**config.mk**
```make
export PLATFORM = sky130hd
export DESIGN_NAME = conversion_result_registers
export DESIGN_NICKNAME = d
export VERILOG_FILES = /design/src/shared/conv_result_pkg.sv /design/src/core/conversion_result_registers.sv
export VERILOG_INCLUDE_DIRS = /design/src /design/src/shared
export SDC_FILE = /design/constraint.sdc
export NUM_CORES = 1
export LEC_CHECK = 0
export BUFFER_PORTS_ARGS = -buffer_cell sky130_fd_sc_hd__buf_2
export CAP_MARGIN = 0
export CELL_PAD_IN_SITES_DETAIL_PLACEMENT = 0
export CELL_PAD_IN_SITES_GLOBAL_PLACEMENT = 1
export CORE_MARGIN = 8
export CORE_UTILIZATION = 36
export DETAILED_ROUTE_END_ITERATION = 7
export PLACE_DENSITY = 0.8
export SETUP_SLACK_MARGIN = 0.1
export SLEW_MARGIN = 30
export SYNTH_ARGS = -nofsm -noshare
export SYNTH_HDL_FRONTEND = slang
export SYNTH_SLANG_ARGS = --single-unit
export TNS_END_PERCENT = 100
```
**constraint.sdc**
```tcl
create_clock -name i_core_clk -period 1.9 [get_ports i_core_clk]
set_input_delay 0.19 -clock i_core_clk [delete_from_list [all_inputs] [get_ports i_core_clk]]
set_output_delay 0.19 -clock i_core_clk [all_outputs]
set_load 0.03 [all_outputs]
```
**src/shared/conv_result_params.svh**
```systemverilog
// offsets, field positions, reset values and select codes of the result bank
// assumes byte addresses on an 8-bit register port
`ifndef CONV_RESULT_PARAMS_SVH
`define CONV_RESULT_PARAMS_SVH

`define CONV_ADDR_W 8
`define CONV_OFS_INT_SUPPLY_LOW 8'h03
`define CONV_OFS_EXT_INPUTS_LOW 8'h04
`define CONV_OFS_SUPPLY_HIGH 8'h06
`define CONV_OFS_INT_TEMP_HIGH 8'h07
`define CONV_OFS_EXT_INPUT1_HIGH 8'h08
`define CONV_OFS_INPUT2_HIGH 8'h09

// field positions inside the two shared low-bits registers
`define CONV_POS_INT_TEMP_LOW 0
`define CONV_POS_SUPPLY_LOW 2
`define CONV_POS_EXT_INPUT1_LOW 0
`define CONV_POS_INPUT2_LOW 2
`define CONV_POS_INPUT3_LOW 4
`define CONV_POS_INPUT4_LOW 6

`define CONV_RST_LOW 8'h00
`define CONV_RST_HIGH 8'h00
`define CONV_RD_IDLE 8'h00
`define CONV_UNUSED_BITS_MASK 8'hF0

// input_source_select code that routes the external temperature result
`define CONV_SEL_EXT_TEMP 2'h1
`define CONV_RESULT_W 10

`endif

```
**src/shared/conv_result_pkg.sv**
```systemverilog
// types shared by the conversion result bank and its bench
// assumes nothing of its surroundings
package conv_result_pkg;
    typedef logic [9:0] result_t;
    typedef logic [7:0] reg_byte_t;
    typedef logic [7:0] reg_addr_t;
    typedef logic [1:0] source_sel_t;
endpackage

```
**src/core/conversion_result_registers.sv**
```systemverilog
// read-only bank of 10-bit conversion results, split into high and low bytes
// assumes converter strobes and the source select come from i_core_clk logic
//
// Behaviour
// - internal temperature bits 1:0 go to bits 1:0 of register 0x03.
// - supply bits 1:0 go to bits 3:2 of 0x03; bits 7:4 unused.
// - bits 1:0 of 0x04 hold external temperature or input one, per select.
// - 0x04 bits 3:2, 5:4, 7:6 hold low bits of inputs two to four.
// - register 0x06 holds supply result bits 9 down to 2.
// - supply high register loads the measured supply at power-up, not zero.
// - register 0x07 holds internal temperature bits 9:2, two's complement.
// - register 0x08 holds bits 9:2 of the selected source.
// - external temperature kept two's complement across 0x08 and 0x04.
// - register 0x09 holds input two bits 9:2, joining 0x04 bits 3:2.
// - defined bits of 0x03, 0x04, 0x07, 0x08, 0x09 reset to zero.
//
// The plain strobed port was left to the implementer.
`timescale 1ns/10ps
`include "conv_result_params.svh"

module conversion_result_registers #(
    parameter int RESULT_W = `CONV_RESULT_W
) (
    input wire logic i_core_clk,
    input wire logic i_rst,
    input wire conv_result_pkg::reg_addr_t i_addr,
    input wire conv_result_pkg::reg_byte_t i_wr_data,
    input wire logic i_wr_en,
    input wire logic i_rd_en,
    output conv_result_pkg::reg_byte_t o_rd_data,
    output logic o_wr_ignored,
    input wire conv_result_pkg::source_sel_t i_input_source_select,
    input wire logic i_int_temp_valid,
    input wire conv_result_pkg::result_t i_int_temp_data,
    input wire logic i_supply_valid,
    input wire conv_result_pkg::result_t i_supply_data,
    input wire logic i_ext_temp_valid,
    input wire conv_result_pkg::result_t i_ext_temp_data,
    input wire logic i_analog_input_one_valid,
    input wire conv_result_pkg::result_t i_analog_input_one_data,
    input wire logic i_analog_input_two_valid,
    input wire conv_result_pkg::result_t i_analog_input_two_data,
    input wire logic i_analog_input_three_valid,
    input wire conv_result_pkg::result_t i_analog_input_three_data,
    input wire logic i_analog_input_four_valid,
    input wire conv_result_pkg::result_t i_analog_input_four_data
);
    import conv_result_pkg::*;

    ////////////////////////////////////////////////////////////////////////
    // elaboration check

    // byte split below is fixed at ten bits
    if (RESULT_W != 10) begin : g_bad_width
        $error("result width must be ten bits");
    end

    ////////////////////////////////////////////////////////////////////////
    // helpers

    function automatic reg_byte_t high_bits(input result_t r);
        high_bits = r[9:2];
    endfunction

    function automatic logic [1:0] low_bits(input result_t r);
        low_bits = r[1:0];
    endfunction

    function automatic logic is_mapped(input reg_addr_t a);
        is_mapped = (a == `CONV_OFS_INT_SUPPLY_LOW) ||
                    (a == `CONV_OFS_EXT_INPUTS_LOW) ||
                    (a == `CONV_OFS_SUPPLY_HIGH) ||
                    (a == `CONV_OFS_INT_TEMP_HIGH) ||
                    (a == `CONV_OFS_EXT_INPUT1_HIGH) ||
                    (a == `CONV_OFS_INPUT2_HIGH);
    endfunction

    ////////////////////////////////////////////////////////////////////////
    // storage

    reg_byte_t int_supply_low_ff;
    reg_byte_t ext_inputs_low_ff;
    reg_byte_t supply_high_ff;
    reg_byte_t int_temp_high_ff;
    reg_byte_t ext_input1_high_ff;
    reg_byte_t input2_high_ff;
    reg_byte_t rd_data_ff;
    logic wr_ignored_ff;

    logic ext_selected;
    logic shared_valid;
    result_t shared_data;

    assign ext_selected = (i_input_source_select == `CONV_SEL_EXT_TEMP);

    // external temperature passes through unaltered, so sign is kept
    always_comb begin
        if (ext_selected) begin
            shared_valid = i_ext_temp_valid;
            shared_data = i_ext_temp_data;
        end else begin
            shared_valid = i_analog_input_one_valid;
            shared_data = i_analog_input_one_data;
        end
    end

    ////////////////////////////////////////////////////////////////////////
    // register 0x03

    always_ff @(posedge i_core_clk) begin
        if (i_rst) begin
            int_supply_low_ff <= `CONV_RST_LOW;
        end else begin
            if (i_int_temp_valid) begin
                int_supply_low_ff[`CONV_POS_INT_TEMP_LOW +: 2] <= low_bits(i_int_temp_data);
            end
            if (i_supply_valid) begin
                int_supply_low_ff[`CONV_POS_SUPPLY_LOW +: 2] <= low_bits(i_supply_data);
            end
        end
    end

    ////////////////////////////////////////////////////////////////////////
    // register 0x04

    always_ff @(posedge i_core_clk) begin
        if (i_rst) begin
            ext_inputs_low_ff <= `CONV_RST_LOW;
        end else begin
            if (shared_valid) begin
                ext_inputs_low_ff[`CONV_POS_EXT_INPUT1_LOW +: 2] <= low_bits(shared_data);
            end
            // inputs two to four, lower bit first
            if (i_analog_input_two_valid) begin
                ext_inputs_low_ff[`CONV_POS_INPUT2_LOW +: 2] <= low_bits(i_analog_input_two_data);
            end
            if (i_analog_input_three_valid) begin
                ext_inputs_low_ff[`CONV_POS_INPUT3_LOW +: 2] <= low_bits(i_analog_input_three_data);
            end
            if (i_analog_input_four_valid) begin
                ext_inputs_low_ff[`CONV_POS_INPUT4_LOW +: 2] <= low_bits(i_analog_input_four_data);
            end
        end
    end

    ////////////////////////////////////////////////////////////////////////
    // register 0x06

    // reset samples the live supply measurement instead of zero
    always_ff @(posedge i_core_clk) begin
        if (i_rst) begin
            supply_high_ff <= high_bits(i_supply_data);
        end else if (i_supply_valid) begin
            supply_high_ff <= high_bits(i_supply_data);
        end
    end

    ////////////////////////////////////////////////////////////////////////
    // registers 0x07, 0x08, 0x09

    always_ff @(posedge i_core_clk) begin
        if (i_rst) begin
            int_temp_high_ff <= `CONV_RST_HIGH;
        end else if (i_int_temp_valid) begin
            // sign bit lands in bit 7
            int_temp_high_ff <= high_bits(i_int_temp_data);
        end
    end

    always_ff @(posedge i_core_clk) begin
        if (i_rst) begin
            ext_input1_high_ff <= `CONV_RST_HIGH;
        end else if (shared_valid) begin
            ext_input1_high_ff <= high_bits(shared_data);
        end
    end

    always_ff @(posedge i_core_clk) begin
        if (i_rst) begin
            input2_high_ff <= `CONV_RST_HIGH;
        end else if (i_analog_input_two_valid) begin
            input2_high_ff <= high_bits(i_analog_input_two_data);
        end
    end

    ////////////////////////////////////////////////////////////////////////
    // register port

    // read data stands one cycle only, idle value otherwise
    always_ff @(posedge i_core_clk) begin
        if (i_rst) begin
            rd_data_ff <= `CONV_RD_IDLE;
        end else if (i_rd_en) begin
            unique case (i_addr)
                // unused upper bits forced to zero
                `CONV_OFS_INT_SUPPLY_LOW: rd_data_ff <= int_supply_low_ff & ~`CONV_UNUSED_BITS_MASK;
                `CONV_OFS_EXT_INPUTS_LOW: rd_data_ff <= ext_inputs_low_ff;
                `CONV_OFS_SUPPLY_HIGH: rd_data_ff <= supply_high_ff;
                `CONV_OFS_INT_TEMP_HIGH: rd_data_ff <= int_temp_high_ff;
                `CONV_OFS_EXT_INPUT1_HIGH: rd_data_ff <= ext_input1_high_ff;
                `CONV_OFS_INPUT2_HIGH: rd_data_ff <= input2_high_ff;
                default: rd_data_ff <= `CONV_RD_IDLE;
            endcase
        end else begin
            rd_data_ff <= `CONV_RD_IDLE;
        end
    end

    // writes never reach storage; flag those to mapped offsets for software debug
    always_ff @(posedge i_core_clk) begin
        if (i_rst) begin
            wr_ignored_ff <= 1'b0;
        end else begin
            wr_ignored_ff <= i_wr_en && is_mapped(i_addr);
        end
    end

    assign o_rd_data = rd_data_ff;
    assign o_wr_ignored = wr_ignored_ff;

    logic any_result_valid;
    assign any_result_valid = i_int_temp_valid | i_supply_valid | i_ext_temp_valid |
        i_analog_input_one_valid | i_analog_input_two_valid |
        i_analog_input_three_valid | i_analog_input_four_valid;
endmodule

```
==> metrics.yaml, run 1 <==
yosysWarningCount: 0
synth_cells: 215
drv_cap: 0
post_dp_cell_area_um2: 2740
antenna_found_initial: 0
power-per-cell-area_nw_per_um2: 791
grtUsageMet1: 0.158
cts.sinks: 53
io_pins: 108
critPathArrivalTime_ns: 1.34
tightest_slew_ns: 0.365
crit_type: "in -> reg"
synth-simple-area-share: 0.140
cp_slowest_cell: "a222oi_1"
die-area_um2: 9120
cts_buffers: 5
cts_setup_buffers: 0
grt-ovfl-total: 0
htreeDepth: 2
multi_input_area_um2: 1070
crit_fanout: 17
grt_usage: 0.123
yosysTopAreaCellShare: 0.396
dr.pass1.iters: 6
seqCellArea_um2: 1140
start_kind: "input port"
cts_tree: "done"
grt_max_degree: 23
synth-main-ff-cell: "dfxtp_1"
initial_utilization: 0.365
synth.area.mux_share: 0.214
diodes: 0
synth_top_family_by_area: "multiplexers"
crit_chain: "buf_2 > and2b_2 > o2bb2ai_1 > a222oi_1 > nor2_1"
yosys.area.top_type: "dfxtp_1"
totalWireLength_mm: 5.58
clk_pin_slew_ns: 0.09
syn_area_um2: 2280
outcome: "finished clean"
async_flop_share: 0
critical-path-max-stage-delay_ns: 0.35
portBuffers: 83
viasPerCell: 4.75
synth_compound_area_frac: 0.114
synth_cell_type_count: 33
synth_edf_count: 8
nets: 393
n_fill_cell: 630
period_share: 0.606
relSlewSlack: 0.756
met2_usage: 0.190
row_count: 29
p_total_mw: 2.25
synth_fp_nets: 314
hold_buffers: 0
ys_seq_elements: 53
drtIter0Drc: 97
cp.buffers_inverters: 1
stdcell_count: 372
vdd_drop_max_mv: 0.307
synthAdderAreaFrac: 0
grt_pass1_vias: 1799
drc: 0
core_um2: 6240
hp-class: "in -> reg"
end_kind: "flop"
yosysSeqAreaShare: 0.501
finClkSkew_ns: 0.00683
slew_viol_final: 0
area_growth_pct: 25.2
ant_nets: 0
fp.dieW_um: 95.5
route.vias.total: 1768
clock_latency_ns: 0.30
whs_ns: 0.0548
rsz0062_at_grt: "no"
die_h_um: 95.5
critPathTopFamily: "compound AO/OA/AOI/OAI gates"
max_freq_ghz: 0.868
crit_required_ns: 2.09
layout_min_cycle_time_ns: 1.15
postLayoutCellArea_um2: 2850
leakage_nw: 1.29
busiest_layer: "met2"
grt_util_met3: 0.0409
dp.cells: 364
cts_resized: 0
wl_per_cell_um: 15.0
synth-xor-area-share: 0
cts_root_buffer: "clkbuf_8"
gp_congestion: 0.759
clockBufferDepth: 2
grt_pass1_wl_mm: 8.63
hold_viol: 0
final.setup.tns_ns: 0
syn_area_per_cell_um2: 10.6
synth.top_cells.by_area: "dfxtp_1, mux2i_1, edfxtp_1"
setup_viol: 0
dpl.hpwl_mm: 4.45
drive_above_1_share: 0.359
==> state kept, by name, summed over array words and instances, names as in the netlist <==
name	count
input2_high_ff	8
o_rd_data	8
int_supply_low_ff	4
supply_high_ff	8
ext_inputs_low_ff	8
o_wr_ignored	1
int_temp_high_ff	8
ext_input1_high_ff	8
==> cells by family (layout without fill, tap and decap cells) <==
kind of cell / Yosys count / after routing
AOI/OAI and AO/OA: 35 / 35
buffers and inverters: 14 / 94
DFF: 53 / 53
muxes: 48 / 48
and+or+nand+nor: 65 / 65
==> stage by stage <==
step | util | worst slack (ns)
6_report | 0.456 | 0.748
4_1_cts | 0.456 | 0.748
3_5_place_dp | 0.439 | 0.422
3_3_place_gp | 0.439 | 0.438
2_1_floorplan | - | 0.755
5_1_grt | 0.456 | 0.685
==> metal layers <==
layer	wire (um)	up-vias	part of all wire
met3	503	7	0.090
met4	61	0	0.011
met2	2480	69	0.44
met1	2540	763	0.46
met5	0	-	0
li1	-	929	-
==> power by group <==
group | total (mW) | internal, mW | switching [mW]
clock network | 0.727 | 0.377 | 0.350
logic | 0.291 | 0.149 | 0.142
registers | 1.24 | 1.21 | 0.0299
==> placed cells by master, fill, tap and decap left out, types with 4 or more instances in the layout <==
| cell | netlist | layout |
|---|---|---|
| buf_2 | 7 | 83 |
| dfxtp_1 | 45 | 45 |
| nor2_1 | 44 | 44 |
| mux2i_1 | 42 | 42 |
| a211oi_1 | 10 | 10 |
| edfxtp_1 | 8 | 8 |
| a22oi_1 | 7 | 7 |
| mux2_2 | 6 | 6 |
| clkbuf_8 | 0 | 6 |
| a22o_1 | 4 | 4 |
| a21oi_1 | 4 | 4 |
==> layout make-up <==
class,count,area share
Clock buffer,8,0.0391
Inverter,1,0.00132
Multi-Input combinational cell,148,0.374
Sequential cell,53,0.401
Tap cell,77,0.0338
Timing Repair Buffer,85,0.151
==> Yosys cell counts, types with 3 or more instances <==
| cell type | instances |
|---|---|
| edfxtp_1 | 8 |
| nor2_1 | 44 |
| a21oi_1 | 4 |
| a211oi_1 | 10 |
| a22oi_1 | 7 |
| nand3_1 | 3 |
| clkbuf_1 | 4 |
| a22o_1 | 4 |
| mux2_2 | 6 |
| dfxtp_1 | 45 |
| nand2_1 | 3 |
| buf_2 | 7 |
| mux2i_1 | 42 |
==> worst paths after layout <==
path	end	slack [ns]	cells after the start	from
worst max-delay path	o_rd_data[1]	0.75	5	i_addr[0]
worst min-delay path	supply_high_ff[7]	0.05	1	i_supply_data[9]
worst max register to register	o_rd_data[1]	0.78	4	int_temp_high_ff[1]
worst min register to register	o_rd_data[7]	0.47	2	ext_input1_high_ff[7]
Note: power is estimated with default switching activity, not from simulation.
==> run 2, diff against run 1 <==
--- a/config.mk
+++ b/config.mk
@@ -11,9 +11,9 @@
 export CELL_PAD_IN_SITES_DETAIL_PLACEMENT = 0
 export CELL_PAD_IN_SITES_GLOBAL_PLACEMENT = 1
 export CORE_MARGIN = 8
-export CORE_UTILIZATION = 36
+export CORE_UTILIZATION = 30
 export DETAILED_ROUTE_END_ITERATION = 7
-export PLACE_DENSITY = 0.8
+export PLACE_DENSITY = 0.71
 export SETUP_SLACK_MARGIN = 0.1
 export SLEW_MARGIN = 30
 export SYNTH_ARGS = -nofsm -noshare
==> constraint.sdc (replaced) <==
create_clock -name i_core_clk -period 0.93 [get_ports i_core_clk]
set_input_delay 0.093 -clock i_core_clk [delete_from_list [all_inputs] [get_ports i_core_clk]]
set_output_delay 0.093 -clock i_core_clk [all_outputs]
set_load 0.03 [all_outputs]
==> metrics.yaml, run 2 (synthesized netlist as in run 1, its figures left out) <==
period_share: 1.18
clockBufferDepth: 2  # unchanged
outcome: "complete, but fails checks"
antenna_found_initial: 0  # unchanged
p_int_mw: 3.38  # +95%
area_growth_pct: 39.3
initial_utilization: 0.312  # -0.0526
die-area_um2: 10600  # +17%
slew_viol_final: 0  # unchanged
final.setup.tns_ns: -0.566  # -0.566 ns
grt_pass1_wl_mm: 9.92  # +15%
place_ws_ns: -0.307  # -0.729 ns
cts_tree: "done"
cts_root_buffer: "clkbuf_8"
core_um2: 7290  # +17%
switching_share: 0.251  # +0.0190
critical-path-max-stage-delay_ns: 0.37  # +0.02 ns
rsz0062_at_grt: "yes"
tightest_slew_ns: 0.391  # +0.0260 ns
power-per-cell-area_nw_per_um2: 1420  # +80%
dr.pass1.iters: 4  # -2
start_kind: "flop"
power_frac_comb: 0.157  # +0.028
diodes: 0  # unchanged
row_count: 31  # +6.9%
die_h_um: 103  # +7.9%
grt_usage: 0.121  # -0.00148
post-route-util: 0.435  # -0.0219
io_pins: 108  # unchanged
setup_viol: 5  # +5
power_frac_seq: 0.564  # +0.016
cp_slowest_cell: "edfxtp_1"
grt-ovfl-total: 0  # unchanged
clk_pin_slew_ns: 0.09  # about the same
drc: 0  # unchanged
drv_cap: 0  # unchanged
htreeDepth: 2  # unchanged
cts.sinks: 53  # unchanged
hold_viol: 0  # unchanged
drive_above_1_share: 0.456  # +0.0964
hp-class: "in -> reg"
crit_fanout: 1  # -16
drtIter0Drc: 71  # -27%
p_total_mw: 4.51  # +100%
mostFrequentLayoutCell: "buf_2"
vdd_drop_max_mv: 0.568  # +85%
layout_min_cycle_time_ns: 1.09
grt_pass1_vias: 2096  # +17%
finClkSkew_ns: 0.00574  # -0.00109 ns
leakage_nw: 1.41  # +9.8%
relSlewSlack: 0.739  # -0.0173
n_fill_cell: 757  # +20%
dpl.hpwl_mm: 4.92  # +10%
crit_type: "reg -> reg"
violations: "setup timing"
fp.dieW_um: 103  # +7.9%
nets: 414  # +5.3%
switchingPower_mw: 1.13  # +120%
cts_buffers: 5  # unchanged
timing.final.ws_setup_ns: -0.164  # -0.912 ns
crit_chain: "mux2_2 > a22o_1 > a21oi_2 > nor2_1"
route.vias.total: 1881  # +6.4%
dp.cells: 398  # +9.3%
clock_latency_ns: 0.30  # about the same
viasPerCell: 4.53  # -4.6%
crit_required_ns: 1.14  # -0.95 ns
portBuffers: 83  # unchanged
max_freq_ghz: 0.914
ant_nets: 0  # unchanged
stdcell_count: 415  # +12%
end_kind: "flop"
clock_power_share: 0.279  # -0.044
grt_max_degree: 21  # -8.7%
gp_congestion: 0.894  # +18%
critPathArrivalTime_ns: 1.30  # -0.04 ns
totalWireLength_mm: 6.13  # +9.9%
wl_per_cell_um: 14.8  # -1.5%
final_cell_mix: "buf_2, nor2_1, mux2i_1"
[run 2: cell types whose count changed in the layout (fill, tap and decap cells not counted), sizes merged]
| cell | previous run | this run |
|---|---|---|
| buf | 85 | 98 |
| dlygate4sd3 | 0 | 8 |
| clkbuf | 8 | 5 |
| clkinv | 0 | 2 |
| inv | 1 | 2 |
[run 2: layer usage]
metal,up-vias,track usage,share of wire
met4,0,0.0300,0.0078
li1,974,-,-
met1,849,0.151,0.45
met5,-,0,0
met2,52,0.201,0.49
met3,6,0.0338,0.058
[run 2: worst paths after layout]
kind / end / cells after the start / slack [ns] / start
worst min-delay path: int_temp_high_ff[5] / 3 / 0.02 / i_int_temp_data[7]
worst min register to register: o_rd_data[7] / 2 / 0.48 / ext_input1_high_ff[7]
worst max register to register: o_rd_data[5] / 4 / -0.16 / supply_high_ff[5]
worst max-delay path: o_rd_data[5] / 4 / -0.16 / supply_high_ff[5]
[run 2: area by class of cell]
| class | instances | area, um^2 | area share |
|---|---|---|---|
| Clock buffer | 5 | 68.8 | 0.0217 |
| Clock inverter | 3 | 16.3 | 0.00513 |
| Inverter | 1 | 3.75 | 0.00118 |
| Multi-Input combinational cell | 148 | 1110 | 0.351 |
| Sequential cell | 53 | 1160 | 0.367 |
| Tap cell | 99 | 124 | 0.0391 |
| Timing Repair Buffer | 106 | 683 | 0.216 |
[run 2: power by group through the flow]
stage	combinational, mW	clock (mW)	sequential [mW]
after detailed placement	0.664	0	2.59
after floorplan	0.406	0	2.56
final	0.707	1.26	2.54
after CTS	0.708	1.29	2.54
after global placement	0.654	0	2.59
after global routing	0.790	1.39	2.56
[run 2: worst max-delay path, delay by kind of cell, from the launching register on]
| kind | cells | cell delay [ns] |
|---|---|---|
| muxes | 1 | 0.28 |
| and+or+nand+nor | 1 | 0.04 |
| AOI/OAI and AO/OA | 2 | 0.31 |
| DFF | 1 | 0.37 |
[run 2: what timing repair did]
| item | in CTS | in global routing |
|---|---|---|
| setup endpoints to repair | 17 | 17 |
| setup buffers | 1 | 0 |
| hold endpoints to repair | 8 | 0 |
| hold buffers | 8 | 0 |
| resized for setup | 38 | 7 |
| pin swaps | 4 | 0 |
[run 2: through the flow]
stage	hold slack, ns	cell area [um^2]
floorplan	0.192	2320
global placement	0.279	2880
detailed placement	0.279	2880
CTS	0.0163	3150
global route	0.0218	3170
finish	0.0181	3170
==> run 3, diff against run 2 <==
--- a/config.mk
+++ b/config.mk
@@ -6,14 +6,15 @@
 export SDC_FILE = /design/constraint.sdc
 export NUM_CORES = 1
 export LEC_CHECK = 0
+export ABC_AREA = 1
 export BUFFER_PORTS_ARGS = -buffer_cell sky130_fd_sc_hd__buf_2
 export CAP_MARGIN = 0
 export CELL_PAD_IN_SITES_DETAIL_PLACEMENT = 0
 export CELL_PAD_IN_SITES_GLOBAL_PLACEMENT = 1
 export CORE_MARGIN = 8
-export CORE_UTILIZATION = 30
+export CORE_UTILIZATION = 29
 export DETAILED_ROUTE_END_ITERATION = 7
-export PLACE_DENSITY = 0.71
+export PLACE_DENSITY = 0.72
 export SETUP_SLACK_MARGIN = 0.1
 export SLEW_MARGIN = 30
 export SYNTH_ARGS = -nofsm -noshare
==> metrics.yaml, run 3 <==
critPathArrivalTime_ns: 0.79  # -0.51 ns
htreeDepth: 2  # unchanged
hold_viol: 0  # unchanged
mostFrequentLayoutCell: "buf_2"
synth.most_common_cell: "nor2_1"
diodes: 0  # unchanged
yosysWarningCount: 0  # unchanged
grt_usage: 0.124  # +0.00313
initial_utilization: 0.296  # -0.0162
synth.top_cells.by_area: "dfxtp_1, nand3_1, edfxtp_1"
leakage_nw: 1.56  # +11%
n_fill_cell: 858  # +13%
start_kind: "flop"
dpl.hpwl_mm: 5.55  # +13%
grt-ovfl-total: 0  # unchanged
clock_latency_ns: 0.31  # about the same
synth_fp_nets: 415  # +32%
synth_top_cells_by_count: "nor2_1, nand3_1, dfxtp_1"
syn_area_per_cell_um2: 7.62  # -28%
clockBufferDepth: 2  # unchanged
totalWireLength_mm: 7.10  # +16%
vdd_drop_max_mv: 0.565  # -0.41%
yosysTopAreaCellShare: 0.374  # -0.0216
io_pins: 108  # unchanged
timing.final.ws_setup_ns: 0.0480  # +0.212 ns
slew_viol_final: 0  # unchanged
dr.pass1.iters: 4  # unchanged
cts_tree: "done"
post-route-util: 0.409  # -0.0255
ys_seq_elements: 53  # unchanged
final.setup.tns_ns: 0  # +0.566 ns
crit_fanout: 1  # unchanged
cp_slowest_cell: "dfxtp_2"
nets: 516  # +25%
route.vias.total: 2351  # +25%
setup_viol: 0  # -5
cts.sinks: 53  # unchanged
place_ws_ns: -0.155  # +0.152 ns
die_h_um: 107  # +3.9%
end_kind: "primary output"
grt_pass1_vias: 2394  # +14%
grt_pass1_wl_mm: 11.5  # +16%
synth_cells: 316  # +47%
drive_above_1_share: 0.340  # -0.116
critPathTopFamily: "flip-flops"
power-per-cell-area_nw_per_um2: 1450  # +1.9%
finClkSkew_ns: 0.00783  # +0.00209 ns
synth_cell_type_count: 21  # -36%
cp.buffers_inverters: 1  # +1
drtIter0Drc: 116  # +63%
core_um2: 8130  # +12%
area_growth_pct: 38.3
final_cell_mix: "buf_2, nor2_1, nand3_1"
die-area_um2: 11500  # +7.9%
seqCellArea_um2: 1160  # -0.43%
rsz0062_at_grt: "yes"
cts_root_buffer: "clkbuf_8"
gp_congestion: 0.803  # -10%
clk_pin_slew_ns: 0.10  # about the same
ant_nets: 0  # unchanged
cts_setup_buffers: 0  # -1
wl_per_cell_um: 13.6  # -8.1%
max_freq_ghz: 1.13  # +24%
synth-main-ff-cell: "dfxtp_1"
crit_chain: "buf_6"
outcome: "finished clean"
multi_input_area_um2: 1100  # -1.0%
yosysSeqAreaShare: 0.474  # -0.0274
period_share: 0.948  # -0.228
crit_required_ns: 0.84  # -0.30 ns
synth_edf_count: 8  # unchanged
crit_type: "reg -> out"
critical-path-max-stage-delay_ns: 0.35  # -0.02 ns
layout_min_cycle_time_ns: 0.882  # -0.212 ns
syn_area_um2: 2410  # +5.8%
relSlewSlack: 0.731  # -0.00801
grt_max_degree: 27  # +29%
drv_cap: 0  # unchanged
async_flop_share: 0  # unchanged
hp-class: "in -> reg"
tightest_slew_ns: 0.403  # +0.0124 ns
antenna_found_initial: 0  # unchanged
drc: 0  # unchanged
yosys.area.top_type: "dfxtp_1"
portBuffers: 83  # unchanged
row_count: 33  # +6.5%
fp.dieW_um: 107  # +3.9%
viasPerCell: 4.50  # -0.82%
cts_buffers: 5  # unchanged
## run 3: per-stage QoR
step                      hold slack (ns)  area (um^2)  cells  power, mW
after global placement              0.272         2980    501       3.19
after detailed placement            0.278         2980    501       3.20
after global routing              0.00501         3330    523       5.06
after floorplan                     0.192         2410    316       2.90
after CTS                         0.00120         3300    522       4.88
final                             0.00141         3330    523       4.83
## run 3: final timing paths
check / slack (ns) / depth (start not counted) / to / startpoint
setup / recovery: 0.05 / 1 / o_rd_data[6] / o_rd_data[6]
hold / removal: 0.001 / 3 / int_temp_high_ff[7] / i_int_temp_data[9]
setup reg to reg: 0.09 / 4 / o_rd_data[0] / supply_high_ff[0]
hold reg to reg: 0.48 / 2 / input2_high_ff[5] / input2_high_ff[5]
## run 3: cells by family after synthesis
group	count (synthesis)	share of synthesized area
AND/OR/NAND/NOR	166	0.325
AO/OA/AOI/OAI	57	0.124
flip-flops	53	0.474
buffers and inverters	40	0.0774
## run 3: what timing repair did
action,4_1_cts,5_1_grt
endpoints found under the setup margin,9,16
gates resized for setup,27,7
pin swaps,0,11
hold buffers,13,1
endpoints found under the hold margin,13,1
## run 3: where the power goes
part | internal (mW) | switching [mW]
Clock | 0.826 | 0.810
Sequential | 2.48 | 0.0818
Combinational | 0.298 | 0.332
Total | 3.60 | 1.22
## run 3: metal layers
metal | share of wire | vias to the layer above | global-route usage
met2 | 0.47 | 65 | 0.201
met3 | 0.065 | 4 | 0.0372
met5 | 0 | - | 0
met1 | 0.46 | 1030 | 0.158
met4 | 0.0065 | 0 | 0.0302
li1 | - | 1252 | -
## run 3: tightest hold or removal path, delay by kind of cell
| kind | cells | cell delay, ns |
|---|---|---|
| and+or+nand+nor | 2 | 0.12 |
| buffers and inverters | 1 | 0.08 |
## run 3: layout make-up
cell class              instances  area share
clock inverters                 3      0.0150
clock buffers                   5      0.0207
inverters                      25      0.0282
flip-flops and latches         53       0.348
repair buffers                109       0.218
multi-input cells             223       0.330
well taps                     105      0.0395
